--- src/ssl_cfg.svh ---
// Purpose: constants for the synthesizer serial load port, both ends
// Assumes: core_clk at 100 MHz; all counts derived from printed figures
// Notes: offsets are byte addresses of the controller's apb registers
//
// How it works
// [RULE1] device shifts data in on serial clock rise
// [RULE2] latch strobe rise copies word to latch
// [RULE3] host serial clock never above 20 MHz
// [RULE4] host drives latch strobe low before shifting
// [RULE5] byte hosts send three bytes, strobe low
// [RULE6] host raises latch strobe after last byte
// [RULE7] integer value minimum 31 or 91 per prescaler
// [RULE8] prescaler 4/5 below 91, 8/9 above
// [RULE9] chip enable input powers device down
// [RULE10] status output carries lock, host polls it
// [RULE11] words go most significant bit first
`ifndef SSL_CFG_SVH
`define SSL_CFG_SVH

`define SSL_CLK_MHZ 100
`define SSL_SCLK_MAX_MHZ 20
// half period of the serial clock, rounded up so the rate stays below max
`define SSL_SCLK_HALF ((`SSL_CLK_MHZ + 2 * `SSL_SCLK_MAX_MHZ - 1) / \
  (2 * `SSL_SCLK_MAX_MHZ))
`define SSL_WORD_BITS 24
`define SSL_BYTE_BITS 8
`define SSL_CTRL_BITS 3
`define SSL_NUM_LATCH 7
`define SSL_NMIN_P45 16'h001f
`define SSL_NMIN_P89 16'h005b
`define SSL_NBEST 16'h005b

`define SSL_OFS_WORD 8'h00
`define SSL_OFS_STATUS 8'h04
`define SSL_OFS_INT_STAT 8'h08
`define SSL_OFS_INT_CLR 8'h0c
`define SSL_OFS_INT_EN 8'h10
`define SSL_OFS_CHIP_EN 8'h14
`define SSL_OFS_DIVCHK 8'h18

`define SSL_ST_BUSY 0
`define SSL_ST_LOCK 1
`define SSL_ST_DIV_OK 2
`define SSL_ST_PRE_ADV 3
`define SSL_INT_SENT 0
`define SSL_INT_LOCK_UP 1
`define SSL_INT_LOCK_DN 2
`define SSL_DIV_PRE_BIT 16

`define SSL_CHIP_EN_RST 1'h1
`define SSL_INT_EN_RST 3'h0

`endif

--- src/ssl_pkg.sv ---
// Purpose: shared types for the serial load port
// Assumes: nothing beyond ssl_cfg.svh
// Notes: host sequencer states plus the 24-bit word type
package ssl_pkg;
  typedef enum logic [2:0] {
    SSL_IDLE = 3'b000,
    SSL_LOW = 3'b001,
    SSL_HIGH = 3'b010,
    SSL_LATCH = 3'b011,
    SSL_HOLD = 3'b100
  } ssl_state_t;
  typedef logic [23:0] ssl_word_t;
endpackage

--- src/ssl_if.sv ---
// Purpose: three-wire load link plus chip enable and status line
// Assumes: every wire has a single driving end
// Notes: no clocking block; each end samples what it receives
`timescale 1ns/1ps
interface ssl_if;
  logic sclk;
  logic serial_data_in;
  logic latch_strobe;
  logic chip_enable;
  logic multiplexed_status_out;
  modport dev (
    input sclk,
    input serial_data_in,
    input latch_strobe,
    input chip_enable,
    output multiplexed_status_out
  );
  modport host (
    output sclk,
    output serial_data_in,
    output latch_strobe,
    output chip_enable,
    input multiplexed_status_out
  );
endinterface

--- src/ssl_host.sv ---
// Purpose: host end; apb registers drive the three-wire loader
// Assumes: apb slave, pready raised one cycle after setup
// Notes: serial clock made here by a divider from core_clk
//
// Implementation choices: the register offsets and the APB interface to the registers.
`timescale 1ns/1ps
`include "ssl_cfg.svh"
module ssl_host (
  input wire logic core_clk,
  input wire logic nrst,
  ssl_if.host link,
  input wire logic psel,
  input wire logic penable,
  input wire logic pwrite,
  input wire logic [7:0] paddr,
  input wire logic [31:0] pwdata,
  output logic [31:0] prdata_reg,
  output logic pready_reg,
  output logic pslverr_reg,
  output logic irq_reg
);
  ssl_pkg::ssl_state_t state_reg;
  ssl_pkg::ssl_state_t state_next;
  logic [23:0] word_reg;
  logic [23:0] shreg_reg;
  logic [4:0] bit_reg;
  logic [2:0] div_reg;
  logic sclk_reg;
  logic serial_data_in_reg;
  logic le_reg;
  logic ce_reg;
  logic lk1_reg;
  logic lk2_reg;
  logic lk_prev_reg;
  logic [2:0] int_stat_reg;
  logic [2:0] int_en_reg;
  logic [16:0] divchk_reg;
  wire tick;
  wire setup;
  wire wr;
  wire busy;
  wire start;
  wire sent;
  wire [2:0] ev;
  wire [2:0] clr;
  wire div_ok;
  wire pre_adv;
  wire known;
  wire [31:0] rd_mux;
  wire [15:0] nval;
  wire pre89;

  // apb decode: answer prepared in setup, write takes effect in access
  assign setup = psel & ~penable;
  assign wr = psel & penable & pready_reg & pwrite;
  assign busy = (state_reg != ssl_pkg::SSL_IDLE);
  assign start = wr && paddr == `SSL_OFS_WORD && !busy;
  assign known = paddr == `SSL_OFS_WORD || paddr == `SSL_OFS_STATUS ||
    paddr == `SSL_OFS_INT_STAT || paddr == `SSL_OFS_INT_CLR ||
    paddr == `SSL_OFS_INT_EN || paddr == `SSL_OFS_CHIP_EN ||
    paddr == `SSL_OFS_DIVCHK;
  assign clr = (wr && paddr == `SSL_OFS_INT_CLR) ? pwdata[2:0] : 3'h0;

  // divide value check for the chosen prescaler
  assign nval = divchk_reg[15:0];
  assign pre89 = divchk_reg[`SSL_DIV_PRE_BIT];
  assign div_ok = pre89 ? (nval >= `SSL_NMIN_P89)
                        : (nval >= `SSL_NMIN_P45); // RULE7
  assign pre_adv = (nval < `SSL_NBEST) ? !pre89
    : ((nval > `SSL_NBEST) ? pre89 : 1'h1); // RULE8

  assign rd_mux =
    (paddr == `SSL_OFS_WORD) ? {8'h00, word_reg} :
    (paddr == `SSL_OFS_STATUS) ? {28'h0000000, pre_adv, div_ok,
                                  lk2_reg, busy} :
    (paddr == `SSL_OFS_INT_STAT) ? {29'h00000000, int_stat_reg} :
    (paddr == `SSL_OFS_INT_EN) ? {29'h00000000, int_en_reg} :
    (paddr == `SSL_OFS_CHIP_EN) ? {31'h00000000, ce_reg} :
    (paddr == `SSL_OFS_DIVCHK) ? {15'h0000, divchk_reg} : 32'h00000000;

  // bus answer; a word write while busy is refused with pslverr
  always_ff @(posedge core_clk or negedge nrst) begin
    if (!nrst) begin
      pready_reg <= 1'h0;
      pslverr_reg <= 1'h0;
      prdata_reg <= 32'h00000000;
    end else begin
      pready_reg <= setup;
      pslverr_reg <= setup & (!known ||
        (pwrite && paddr == `SSL_OFS_WORD && busy));
      prdata_reg <= (setup && !pwrite) ? rd_mux : 32'h00000000;
    end
  end

  // software registers
  always_ff @(posedge core_clk or negedge nrst) begin
    if (!nrst) begin
      word_reg <= 24'h000000;
      int_en_reg <= `SSL_INT_EN_RST;
      ce_reg <= `SSL_CHIP_EN_RST;
      divchk_reg <= 17'h00000;
    end else if (wr) begin
      if (start) word_reg <= pwdata[23:0];
      if (paddr == `SSL_OFS_INT_EN) int_en_reg <= pwdata[2:0];
      if (paddr == `SSL_OFS_CHIP_EN) ce_reg <= pwdata[0]; // RULE9
      if (paddr == `SSL_OFS_DIVCHK) divchk_reg <= pwdata[16:0];
    end
  end

  // half-period divider, restarted by each transfer
  assign tick = (div_reg == 3'(`SSL_SCLK_HALF - 1)); // RULE3
  always_ff @(posedge core_clk or negedge nrst) begin
    if (!nrst) begin
      div_reg <= 3'h0;
    end else begin
      div_reg <= (start || tick) ? 3'h0 : div_reg + 3'h1;
    end
  end

  // sequencer: strobe low, 24 clocks (three bytes), strobe high
  always_comb begin
    state_next = state_reg;
    case (state_reg)
      ssl_pkg::SSL_IDLE: if (start) state_next = ssl_pkg::SSL_LOW;
      ssl_pkg::SSL_LOW: if (tick) state_next = ssl_pkg::SSL_HIGH;
      ssl_pkg::SSL_HIGH: begin
        if (tick) begin
          state_next = (bit_reg == 5'(`SSL_WORD_BITS - 1))
            ? ssl_pkg::SSL_LATCH : ssl_pkg::SSL_LOW;
        end
      end
      ssl_pkg::SSL_LATCH: if (tick) state_next = ssl_pkg::SSL_HOLD;
      ssl_pkg::SSL_HOLD: if (tick) state_next = ssl_pkg::SSL_IDLE;
      default: state_next = ssl_pkg::SSL_IDLE;
    endcase
  end

  assign sent = tick && state_reg == ssl_pkg::SSL_LATCH;

  // pin drive; data changes only while the serial clock is low
  always_ff @(posedge core_clk or negedge nrst) begin
    if (!nrst) begin
      state_reg <= ssl_pkg::SSL_IDLE;
      shreg_reg <= 24'h000000;
      bit_reg <= 5'h00;
      sclk_reg <= 1'h0;
      serial_data_in_reg <= 1'h0;
      le_reg <= 1'h1;
    end else begin
      state_reg <= state_next;
      if (start) begin
        le_reg <= 1'h0; // RULE4 RULE5
        shreg_reg <= pwdata[23:0];
        serial_data_in_reg <= pwdata[23]; // RULE11
        bit_reg <= 5'h00;
      end else if (tick && state_reg == ssl_pkg::SSL_LOW) begin
        sclk_reg <= 1'h1;
      end else if (tick && state_reg == ssl_pkg::SSL_HIGH) begin
        sclk_reg <= 1'h0;
        bit_reg <= bit_reg + 5'h01;
        shreg_reg <= {shreg_reg[22:0], 1'b0};
        serial_data_in_reg <= shreg_reg[22];
      end else if (sent) begin
        le_reg <= 1'h1; // RULE6
      end
    end
  end

  // lock line from the device crosses in through two flops
  always_ff @(posedge core_clk or negedge nrst) begin
    if (!nrst) begin
      lk1_reg <= 1'h0;
      lk2_reg <= 1'h0;
      lk_prev_reg <= 1'h0;
    end else begin
      lk1_reg <= link.multiplexed_status_out;
      lk2_reg <= lk1_reg; // RULE10
      lk_prev_reg <= lk2_reg;
    end
  end

  // sticky events; a new event beats a clear in the same cycle
  assign ev = {~lk2_reg & lk_prev_reg, lk2_reg & ~lk_prev_reg, sent};
  always_ff @(posedge core_clk or negedge nrst) begin
    if (!nrst) begin
      int_stat_reg <= 3'h0;
      irq_reg <= 1'h0;
    end else begin
      int_stat_reg <= (int_stat_reg & ~clr) | ev;
      irq_reg <= |(((int_stat_reg & ~clr) | ev) & int_en_reg);
    end
  end

  assign link.sclk = sclk_reg;
  assign link.serial_data_in = serial_data_in_reg;
  assign link.latch_strobe = le_reg;
  assign link.chip_enable = ce_reg;
endmodule // ssl_host

--- src/flat_wrapper.sv ---
// flat-port wrapper written by rule: the top's interface ports become plain ports
module ssl_host_flat 
  (core_clk, nrst, psel, penable, pwrite, paddr, pwdata, prdata_reg, pready_reg, pslverr_reg, irq_reg, link_sclk, link_serial_data_in, link_latch_strobe, link_chip_enable, link_multiplexed_status_out);
  ssl_if link_i ();
  input wire logic core_clk;
  input wire logic nrst;
  input wire logic psel;
  input wire logic penable;
  input wire logic pwrite;
  input wire logic [7:0] paddr;
  input wire logic [31:0] pwdata;
  output logic [31:0] prdata_reg;
  output logic pready_reg;
  output logic pslverr_reg;
  output logic irq_reg;
  output wire logic [$bits(link_i.sclk)-1:0] link_sclk;
  output wire logic [$bits(link_i.serial_data_in)-1:0] link_serial_data_in;
  output wire logic [$bits(link_i.latch_strobe)-1:0] link_latch_strobe;
  output wire logic [$bits(link_i.chip_enable)-1:0] link_chip_enable;
  input wire logic [$bits(link_i.multiplexed_status_out)-1:0] link_multiplexed_status_out;
  assign link_sclk = link_i.sclk;
  assign link_serial_data_in = link_i.serial_data_in;
  assign link_latch_strobe = link_i.latch_strobe;
  assign link_chip_enable = link_i.chip_enable;
  assign link_i.multiplexed_status_out = link_multiplexed_status_out;
  ssl_host u_core (.core_clk(core_clk), .nrst(nrst), .link(link_i), .psel(psel), .penable(penable), .pwrite(pwrite), .paddr(paddr), .pwdata(pwdata), .prdata_reg(prdata_reg), .pready_reg(pready_reg), .pslverr_reg(pslverr_reg), .irq_reg(irq_reg));
endmodule
--- config.mk ---
export PLATFORM = sky130hd
export DESIGN_NAME = ssl_host_flat
export DESIGN_NICKNAME = d
export VERILOG_FILES = /design/src/ssl_pkg.sv /design/src/ssl_if.sv /design/src/ssl_host.sv /design/src/flat_wrapper.sv
export VERILOG_INCLUDE_DIRS = /design/src
export SDC_FILE = /design/constraint.sdc
export NUM_CORES = 1
export LEC_CHECK = 0
export BUFFER_PORTS_ARGS = -buffer_cell sky130_fd_sc_hd__buf_2
export CORE_ASPECT_RATIO = 1.25
export CORE_UTILIZATION = 50
export CTS_CLUSTER_DIAMETER = 200
export CTS_CLUSTER_SIZE = 24
export DETAILED_ROUTE_END_ITERATION = 16
export GPL_ROUTABILITY_DRIVEN = 0
export PLACE_DENSITY = 0.72
export SLEW_MARGIN = 20
export SYNTH_ARGS = -nofsm -noshare
export SYNTH_HDL_FRONTEND = slang
export SYNTH_SLANG_ARGS = --single-unit
--- constraint.sdc ---
create_clock -name core_clk -period 3.3 [get_ports core_clk]
set_clock_uncertainty 0.2 [all_clocks]
set_input_delay 0.66 -clock core_clk [delete_from_list [all_inputs] [get_ports core_clk]]
set_output_delay 0.66 -clock core_clk [all_outputs]
set_load 0.01 [all_outputs]
==> flow_metrics.env, run 1 <==
export IMPL_status="finished clean"
export IMPL_slew_violations=0
export IMPL_startpoint="u_core.state_reg[2]$_DFFE_PN0P_"
export IMPL_track_usage_pct=22.92
export IMPL_initial_utilization_pct=51.58
export IMPL_layout_drive_gt1_share_pct=30.34
export IMPL_grt_pass1_vias=3610
export IMPL_grt_pass1_wl_um=18000
export IMPL_seqPwrFrac_pct=41.0
export IMPL_max_freq_mhz=396.8
export IMPL_synthTopCellsByCount="dfrtp_1 (113), nor2_1 (33), and3_1 (31)"
export IMPL_cts_max_path_buffers=2
export IMPL_synth_top_family_by_area="compound AO/OA/AOI/OAI gates"
export IMPL_finalPower_mw=3.461
export IMPL_drc_errors=0
export IMPL_p_int_mw=2.749
export IMPL_core_rowCount=40
export IMPL_cp_required_ns=3.40
export IMPL_synthAdderAreaFrac_pct=0.7534
export IMPL_p_leak_nw=3.216
export IMPL_synth_distinct_cells=56
export IMPL_synth_top_area_share_pct=56.76
export IMPL_ys_async_sr_fraction_pct=100.0
export IMPL_yosys_warnings=0
export IMPL_wl_um=11030
export IMPL_cts_max_level=4
export IMPL_crit_family="simple AND/OR/NAND/NOR gates"
export IMPL_ios=85
export IMPL_fin_setup_tns_ns=0
export IMPL_r2r_start="u_core.state_reg[2]$_DFFE_PN0P_"
export IMPL_first_iter_violations=234
export IMPL_avgViaCountPerCell=5.777
export IMPL_power_density_mw_per_mm2=568.6
export IMPL_synth_compound_area_share_pct=15.12
export IMPL_synth_seq_area_share_pct=57.81
export IMPL_syn_cell_area_sq_mm=0.004982
export IMPL_cp_slowest_cell="dfrtp_1"
export IMPL_switching_share_pct=20.58
export IMPL_r2r_end="u_core.word_reg[15]$_DFFE_PN0P_"
export IMPL_chipWidth_um=91.29
export IMPL_nNetsFinal=537
export IMPL_worst_setup_path_type="reg -> reg"
export IMPL_cts_sinks=115
export IMPL_muxShareOfSynthArea_pct=6.981
export IMPL_hold_viol_final=0
export IMPL_r2r_slack_ns=0.78
export IMPL_hold_buffers=0
export IMPL_endpoint_kind="register"
export IMPL_grt_max_degree=51
export IMPL_avgSynthCellArea_sq_um=12.06
export IMPL_diodes=0
export IMPL_ys_seq_elements=115
export IMPL_root_buffer="clkbuf_16"
export IMPL_hpwlAfterDp_um=7444
export IMPL_slew_headroom_pct=41.29
export IMPL_place_area_sq_mm=0.005451
export IMPL_wl_met1_um=4729
export IMPL_clockPowerShare_pct=56.0
export IMPL_period_share_pct=76.36
export IMPL_die_area_sq_mm=0.01037
export IMPL_synth_largest_area_cell="dfrtp_1"
export IMPL_synth_edf_count=0
export IMPL_cts_tree="done"
export IMPL_antenna_left=0
export IMPL_ctsResizeCount=0
export IMPL_period_needed_ns=2.520
export IMPL_synthXorXnorAreaFrac_pct=0.7032
export IMPL_final_cell_area_sq_mm=0.006087
export IMPL_met3WireLength_um=324
export IMPL_rsz0062_at_grt="no"
export IMPL_peakVddDrop_uv=395.7
export IMPL_firstDrtPassIters=5
export IMPL_die_h_um=113.6
export IMPL_crit_top_cell="buf_4"
export IMPL_portBuffers=68
export IMPL_dr_wl_met2_um=5811
export IMPL_yosys_area_share_simple_pct=14.36
export IMPL_cts_buffers=17
export IMPL_path_buf_inv=2
export IMPL_rr_worst_depth=6
export IMPL_routedWlPerCell_um=17.58
export IMPL_critPathMaxFanout=22
export IMPL_synth_most_common_cell="dfrtp_1"
export IMPL_fill_cells=789
export IMPL_core_area_sq_mm=0.009659
export IMPL_grt_overflow_total=0
export IMPL_tightest_slew_ns=0.8807
export IMPL_synthCells=413
export IMPL_antenna_found_initial=0
export IMPL_synthFlopType="dfrtp_1"
export IMPL_clk_latency_ns=0.41
export IMPL_cp_arrival_ns=2.62
export IMPL_setup_viol=0
export IMPL_areaGrowthSynthToFinish_pct=22.17
export IMPL_cts_setup_buffers=0
export IMPL_switchingPower_uw=712.3
export IMPL_path_cells="or3_1 -> nor2_1 -> buf_4 -> nand2_1 -> buf_4 -> a21o_1"
export IMPL_vias=3622
export IMPL_cp_depth=6
export IMPL_clk_pin_slew_ns=0.05
export IMPL_cp_start_kind="register"
export IMPL_hp_class="in -> async"
export IMPL_synth_area_top_cells="dfrtp_1 (57%), a221o_1 (4.4%), a21o_1 (3.9%)"
export IMPL_dr_max_layer_used="met4"
export IMPL_comb_power_share_pct=3.0
export IMPL_maxCapViolations=0
export IMPL_cpPeakStageDelay_ns=0.50
[how the worst max path moves through the flow]
stage               slack [ns]                                 to
floorplan                 0.62  u_core.divchk_reg[10]$_DFFE_PN0P_
global placement          0.49  u_core.divchk_reg[16]$_DFFE_PN0P_
detailed placement        0.48   u_core.divchk_reg[3]$_DFFE_PN0P_
CTS                       0.80    u_core.word_reg[13]$_DFFE_PN0P_
global route              0.62    u_core.word_reg[13]$_DFFE_PN0P_
finish                    0.78    u_core.word_reg[15]$_DFFE_PN0P_
[through the flow]
step	util, %	hold WS, ns	setup WS, ns	std cells
2_1_floorplan	-	0.1312	0.6167	420
3_3_place_gp	56.44	0.1352	0.4944	595
3_5_place_dp	56.44	0.1434	0.4759	595
4_1_cts	63.02	0.04847	0.8045	627
5_1_grt	63.02	0.08251	0.6215	627
6_report	63.02	0.04077	0.7801	627
[cell families after synthesis]
logic type               count (synthesis)
buffers and inverters                   40
adder cells (fa/ha/maj)                  3
AND/OR/NAND/NOR                        126
multiplexers                            27
AO/OA/AOI/OAI                           97
XOR/XNOR                                 4
flip-flops                             115
other                                    1
[power groups by stage]
stage          registers, mW  logic (mW)  clock network, mW
2_1_floorplan           1.44      0.0406                  0
3_3_place_gp            1.44       0.103                  0
3_5_place_dp            1.44       0.106                  0
4_1_cts                 1.42       0.107               1.96
5_1_grt                 1.42       0.118               2.02
6_report                1.42       0.105               1.94
[layout make-up]
class,count,area [sq um],share of cell area (%)
Clock inverter,13,182.7,3.001
Timing Repair Buffer,81,452.9,7.441
Sequential cell,115,2880,47.32
Inverter,8,30.03,0.4933
Clock buffer,19,452.9,7.441
Multi-Input combinational cell,265,1931,31.72
Tap cell,126,157.7,2.590
[metal layers]
layer / GRT usage [%] / up-vias
met5: 0 / -
met4: 9.206 / 0
met3: 5.333 / 18
met2: 39.19 / 69
met1: 28.19 / 1870
li1: - / 1665
[layout by cell type (no fill, tap or decap), types with 3 or more instances in the layout]
cell type | synthesis | layout
o21ai_0 | 10 | 10
clkinv_2 | 0 | 3
and3_1 | 31 | 31
buf_2 | 4 | 67
a21o_1 | 26 | 26
a22oi_1 | 14 | 14
buf_4 | 8 | 13
conb_1 | 1 | 8
ha_1 | 3 | 3
mux2i_1 | 4 | 4
a21oi_1 | 9 | 9
nor2_1 | 33 | 33
mux2_2 | 12 | 12
inv_1 | 8 | 8
nand3_1 | 9 | 9
bufinv_16 | 0 | 4
clkbuf_16 | 0 | 17
nor3_1 | 10 | 9
a221o_1 | 22 | 22
nor4_1 | 6 | 5
nand2_1 | 8 | 8
xnor2_1 | 3 | 3
nor2b_1 | 6 | 6
mux2_4 | 10 | 10
clkinvlp_4 | 0 | 4
dfrtp_1 | 113 | 113
Power figures use the tool's default switching activity.
==> run 2, diff against run 1 <==
- clock period: 3.3 -> 2.63 ns (I/O delays scaled with it)
==> run 2 against run 1 <==
  * Via count is essentially flat
  * Global-route usage is 0.84 points higher
  * Cell area increased by 0.80%
  * Largest power group unchanged
  * Sequential cell count is the same
  * Die area unchanged
  * Combinational power is 30% higher
  * Non-clock buffer count rose by 7
==> flow_metrics.env, run 2 (synthesis results as in run 1) <==
export IMPL_status="finished clean"
export IMPL_max_freq_mhz=458.3
export IMPL_grt_pass1_wl_um=18660
export IMPL_use_met2_pct=38.18
export IMPL_final_cell_mix="dfrtp_1 (113), buf_2 (67), nor2_1 (33)"
export IMPL_fin_setup_tns_ns=0
export IMPL_first_iter_violations=282
export IMPL_grt_use_met1_pct=30.80
export IMPL_grt_max_degree=45
export IMPL_hold_slack_ns=0.01435
export IMPL_antenna_left=0
export IMPL_maxCapViolations=0
export IMPL_avgViaCountPerCell=5.715
export IMPL_cts_max_path_buffers=2
export IMPL_p_leak_nw=3.251
export IMPL_cts_max_level=4
export IMPL_switchingPower_uw=871.0
export IMPL_period_needed_ns=2.182
export IMPL_crit_family="simple AND/OR/NAND/NOR gates"
export IMPL_seqPwrFrac_pct=41.9
export IMPL_die_area_sq_mm=0.01037
export IMPL_slew_headroom_pct=61.74
export IMPL_comb_power_share_pct=3.2
export IMPL_clockPowerShare_pct=54.9
export IMPL_crit_end="u_core.divchk_reg[16]$_DFFE_PN0P_"
export IMPL_portBuffers=68
export IMPL_drc_errors=0
export IMPL_rr_worst_depth=4
export IMPL_clk_latency_ns=0.42
export IMPL_chipWidth_um=91.29
export IMPL_path_buf_inv=2
export IMPL_hold_viol_final=0
export IMPL_fin_cells=634
export IMPL_final_common_cell="dfrtp_1"
export IMPL_grt_pass1_vias=3673
export IMPL_peakVddDrop_uv=445.0
export IMPL_switching_share_pct=20.51
export IMPL_cts_buffers=17
export IMPL_rsz0062_at_grt="no"
export IMPL_cp_start_kind="input pin"
export IMPL_die_h_um=113.6
export IMPL_tightest_slew_ns=0.5687
export IMPL_core_rowCount=40
export IMPL_cpPeakStageDelay_ns=0.60
export IMPL_vias=3623
export IMPL_r2r_start="u_core.state_reg[1]$_DFFE_PN0P_"
export IMPL_period_share_pct=82.97
export IMPL_clk_pin_slew_ns=0.05
export IMPL_worst_setup_path_type="in -> reg"
export IMPL_cp_slowest_cell="or4_4"
export IMPL_dp_cells=601
export IMPL_power_density_mw_per_mm2=692.1
export IMPL_initial_utilization_pct=51.58
export IMPL_core_area_sq_mm=0.009659
export IMPL_hpwlAfterDp_um=7527
export IMPL_areaGrowthSynthToFinish_pct=23.15
export IMPL_root_buffer="clkbuf_16"
export IMPL_grt_overflow_total=0
export IMPL_r2r_slack_ns=0.46
export IMPL_startpoint="paddr[1]"
export IMPL_routedWlPerCell_um=17.60
export IMPL_grt_busiest_layer="met2"
export IMPL_fill_cells=764
export IMPL_nNetsFinal=544
export IMPL_ctsResizeCount=0
export IMPL_diodes=0
export IMPL_setup_viol=0
export IMPL_antenna_found_initial=0
export IMPL_hp_class="in -> reg"
export IMPL_cts_sinks=115
export IMPL_met3_usage_pct=6.267
export IMPL_endpoint_kind="register"
export IMPL_path_cells="buf_2 -> or4_4 -> nor3_4 -> nor3b_4 -> buf_12 -> mux2_2"
export IMPL_p_int_mw=3.376
export IMPL_r2r_end="u_core.word_reg[0]$_DFFE_PN0P_"
export IMPL_cts_tree="done"
export IMPL_ios=85
export IMPL_critPathMaxFanout=17
export IMPL_cp_arrival_ns=2.28
export IMPL_layout_drive_gt1_share_pct=30.71
export IMPL_slew_violations=0
export IMPL_firstDrtPassIters=4
export IMPL_wl_um=11160
export IMPL_cp_required_ns=2.73
export IMPL_cp_depth=6
export IMPL_track_usage_pct=23.75
run 2: final cells by class:
class | instances | area, sq um | area share, %
sequential | 115 | 2880 | 46.94
clock buffer | 22 | 474.2 | 7.728
clock inverter | 10 | 130.1 | 2.121
timing repair buffer | 88 | 533.0 | 8.687
tap | 126 | 157.7 | 2.569
inverter | 8 | 30.03 | 0.4894
multi-input combinational | 265 | 1931 | 31.46
run 2: how the worst min path moves through the flow:
stage | startpoint | end | cells past startpoint
floorplan | nrst | u_core.bit_reg[0]$_DFFE_PN0P_ | 0
global placement | u_core.lk1_reg$_DFF_PN0_ | u_core.lk2_reg$_DFF_PN0_ | 0
detailed placement | u_core.lk1_reg$_DFF_PN0_ | u_core.lk2_reg$_DFF_PN0_ | 0
CTS | link_multiplexed_status_out | u_core.lk1_reg$_DFF_PN0_ | 1
global route | link_multiplexed_status_out | u_core.lk1_reg$_DFF_PN0_ | 1
finish | link_multiplexed_status_out | u_core.lk1_reg$_DFF_PN0_ | 1
run 2: power by group through the flow:
stage          registers [mW]  clock network (mW)  logic [mW]
2_1_floorplan            1.81                   0      0.0509
3_3_place_gp             1.81                   0       0.133
3_5_place_dp             1.81                   0       0.136
4_1_cts                  1.78                2.36       0.138
5_1_grt                  1.78                2.46       0.152
6_report                 1.78                2.33       0.136
run 2: per-layer routing:
layer	wire [um]	vias to the layer above
met5	0	-
met4	216	0
met3	466	21
met2	5642	91
met1	4832	1832
li1	-	1679
run 2: timing repair:
item | in CTS | in global routing
hold buffers | 1 | 0
endpoints found under the hold margin | 32 | 0
setup buffers | 0 | 0
run 2: per-stage QoR:
stage               cell area (sq um)  power (mW)  utilization (%)  setup slack (ns)
floorplan                        5009       1.862                -           0.08066
global placement                 5522       1.943            57.16           0.06210
detailed placement               5522       1.946            57.16           0.05195
CTS                              6136       4.279            63.52            0.4473
global route                     6136       4.390            63.52            0.3511
finish                           6136       4.247            63.52            0.4480
==> run 3, diff against run 2 <==
- ABC_AREA: unset -> 1
- clock period: 2.63 -> 2.04 ns (I/O delays scaled with it)
==> run 3 against run 2 <==
  * Sequential power up 29%
  * Clock-buffer cell count down 1
  * Sequential share of layout area down 0.90 points
  * Setup slack worse by 0.31 ns
  * Sequential cell count unchanged
  * Wire length up 1.8%
  * Cell area up 2.0%
  * Total power up 31%
  * Die area up 1.0%
  * Cell count up 26%
==> flow_metrics.env, run 3 <==
export IMPL_grt_pass1_wl_um=19120
export IMPL_diodes=0
export IMPL_power_density_mw_per_mm2=887.9
export IMPL_vias=4154
export IMPL_chipWidth_um=91.74
export IMPL_portBuffers=68
export IMPL_hp_class="in -> reg"
export IMPL_startpoint="penable"
export IMPL_maxCapViolations=0
export IMPL_synth_largest_area_cell="dfrtp_1"
export IMPL_synth_most_common_cell="nand2_1"
export IMPL_yosys_warnings=0
export IMPL_die_h_um=114.2
export IMPL_fin_util_pct=64.43
export IMPL_ios=85
export IMPL_core_area_sq_mm=0.009709
export IMPL_cp_arrival_ns=1.99
export IMPL_cts_max_level=4
export IMPL_routedWlPerCell_um=14.22
export IMPL_avgViaCountPerCell=5.199
export IMPL_wl_um=11360
export IMPL_peakVddDrop_uv=722.8
export IMPL_avgSynthCellArea_sq_um=8.862
export IMPL_grt_max_degree=45
export IMPL_cp_start_kind="input pin"
export IMPL_syn_cell_area_sq_mm=0.005034
export IMPL_synth_area_top_cells="dfrtp_1 (56%), nand2_1 (12%), o21ai_0 (4.7%)"
export IMPL_nNetsFinal=709
export IMPL_clk_latency_ns=0.41
export IMPL_final_common_cell="nand2_1"
export IMPL_max_freq_mhz=526.8
export IMPL_track_usage_pct=23.85
export IMPL_layout_drive_gt1_share_pct=21.84
export IMPL_fill_cells=805
export IMPL_r2r_start="u_core.state_reg[2]$_DFFE_PN0P_"
export IMPL_areaGrowthSynthToFinish_pct=24.29
export IMPL_cts_buffers=17
export IMPL_root_buffer="clkbuf_16"
export IMPL_slew_violations=0
export IMPL_die_area_sq_mm=0.01047
export IMPL_hpwlAfterDp_um=7871
export IMPL_first_iter_violations=241
export IMPL_synthFlopType="dfrtp_1"
export IMPL_hold_path_startpoint="pwdata[20]"
export IMPL_period_needed_ns=1.898
export IMPL_status="finished clean"
export IMPL_hold_viol_final=0
export IMPL_grt_overflow_total=0
export IMPL_worst_setup_path_type="in -> reg"
export IMPL_synth_distinct_cells=34
export IMPL_grt_pass1_vias=4094
export IMPL_cts_sinks=115
export IMPL_core_rowCount=40
export IMPL_period_share_pct=93.05
export IMPL_ys_async_sr_fraction_pct=100.0
export IMPL_critPathMaxFanout=19
export IMPL_antenna_found_initial=0
export IMPL_p_leak_nw=3.134
export IMPL_rsz0062_at_grt="no"
export IMPL_endpoint_kind="register"
export IMPL_firstDrtPassIters=5
export IMPL_setup_viol=0
export IMPL_synthTopCellsByCount="nand2_1 (167), dfrtp_1 (113), inv_1 (57)"
export IMPL_drc_errors=0
export IMPL_clk_pin_slew_ns=0.05
export IMPL_antenna_left=0
export IMPL_cts_max_path_buffers=2
export IMPL_final_cell_mix="nand2_1 (167), dfrtp_1 (113), buf_2 (67)"
export IMPL_synth_seq_area_share_pct=57.22
export IMPL_synth_top_area_share_pct=56.18
export IMPL_cp_required_ns=2.13
export IMPL_initial_utilization_pct=51.84
export IMPL_ys_seq_elements=115
export IMPL_synth_edf_count=0
export IMPL_cts_tree="done"
export IMPL_r2r_slack_ns=0.15
export IMPL_fin_setup_tns_ns=0
export IMPL_synthCells=568
export IMPL_hold_slack_ns=0.04522
==> run 3: changes by cell type after synthesis, moves of 22 or more <==
| cell | previous run | this run |
|---|---|---|
| a21o_1 | 26 | 0 |
| o21ai_0 | 10 | 47 |
| nand2_1 | 8 | 167 |
| a221o_1 | 22 | 0 |
| and3_1 | 31 | 0 |
| inv_1 | 8 | 57 |
==> run 3: kinds of logic (layout without fill, tap and decap cells) <==
family          after synthesis  count (layout)  synth area share (%)
mux                           1               1                0.2237
flops                       115             115                 57.22
xor+xnor                      3               3                0.5221
other cells                   1               8               0.07450
fa+ha+maj                     3               3                0.7458
simple gates                251             251                 21.40
compound gates              104             104                 11.81
buf+inv                      90             188                 8.004
==> run 3: timing repair <==
item,4_1_cts,5_1_grt
endpoints found under the setup margin,0,30
hold buffers,3,0
buffers inserted,0,3
gates resized for setup,0,6
endpoints found under the hold margin,27,0
==> run 3: cell type report <==
| cell class | instances | area [sq um] | share of cell area, % |
|---|---|---|---|
| clock buffer | 21 | 460.4 | 7.360 |
| tap | 126 | 157.7 | 2.520 |
| inverter | 64 | 246.5 | 3.940 |
| multi-input combinational | 370 | 1782 | 28.48 |
| sequential | 115 | 2880 | 46.04 |
| clock inverter | 11 | 157.7 | 2.520 |
| timing repair buffer | 92 | 571.8 | 9.140 |
==> run 3: final timing paths <==
| check | cells after the start | endpoint |
|---|---|---|
| max | 9 | u_core.divchk_reg[6]$_DFFE_PN0P_ |
| min | 3 | u_core.shreg_reg[20]$_DFFE_PN0P_ |
| max reg2reg | 7 | u_core.shreg_reg[15]$_DFFE_PN0P_ |
| min reg2reg | 0 | u_core.lk2_reg$_DFF_PN0_ |
| max in group asynchronous | 3 | u_core.int_stat_reg[0]$_DFF_PN0_ |
| min in group asynchronous | 2 | u_core.div_reg[0]$_DFF_PN0_ |
==> run 3: power breakdown <==
group / leakage, nW / total, mW / internal (mW) / switching (mW)
registers: 1.46 / 2.30 / 2.29 / 0.00400
clock network: 0.306 / 3.07 / 2.09 / 0.979
logic: 1.37 / 0.189 / 0.0603 / 0.129
==> run 3: metrics by stage <==
| step | instances | setup WS, ns | power, mW | cell area, sq um |
|---|---|---|---|---|
| 6_report | 799 | 0.1417 | 5.555 | 6256 |
| 5_1_grt | 799 | 0.0009708 | 5.723 | 6256 |
| 4_1_cts | 796 | 0.05164 | 5.596 | 6218 |
| 3_3_place_gp | 761 | 0.09520 | 2.511 | 5570 |
| 3_5_place_dp | 761 | 0.03563 | 2.516 | 5570 |
| 2_1_floorplan | 575 | 0.2592 | 2.401 | 5060 |
==> run 3: per-layer routing <==
layer / global-route usage (%) / vias to the layer above / share of wire, %
met5: 0 / - / 0
met4: 8.750 / 0 / 1.6
met3: 7.238 / 19 / 5.1
met2: 39.25 / 135 / 50
met1: 29.95 / 1989 / 43
li1: - / 2011 / -
==> run 3: critical path: stages <==
cell	delay (ns)
dlygate4sd3_1	0.53
buf_2	0.12
nand2_1	0.08
nor2_4	0.16
buf_4	0.18
nand2_2	0.16
buf_12	0.19
nand2_1	0.07
o21ai_1	0.07
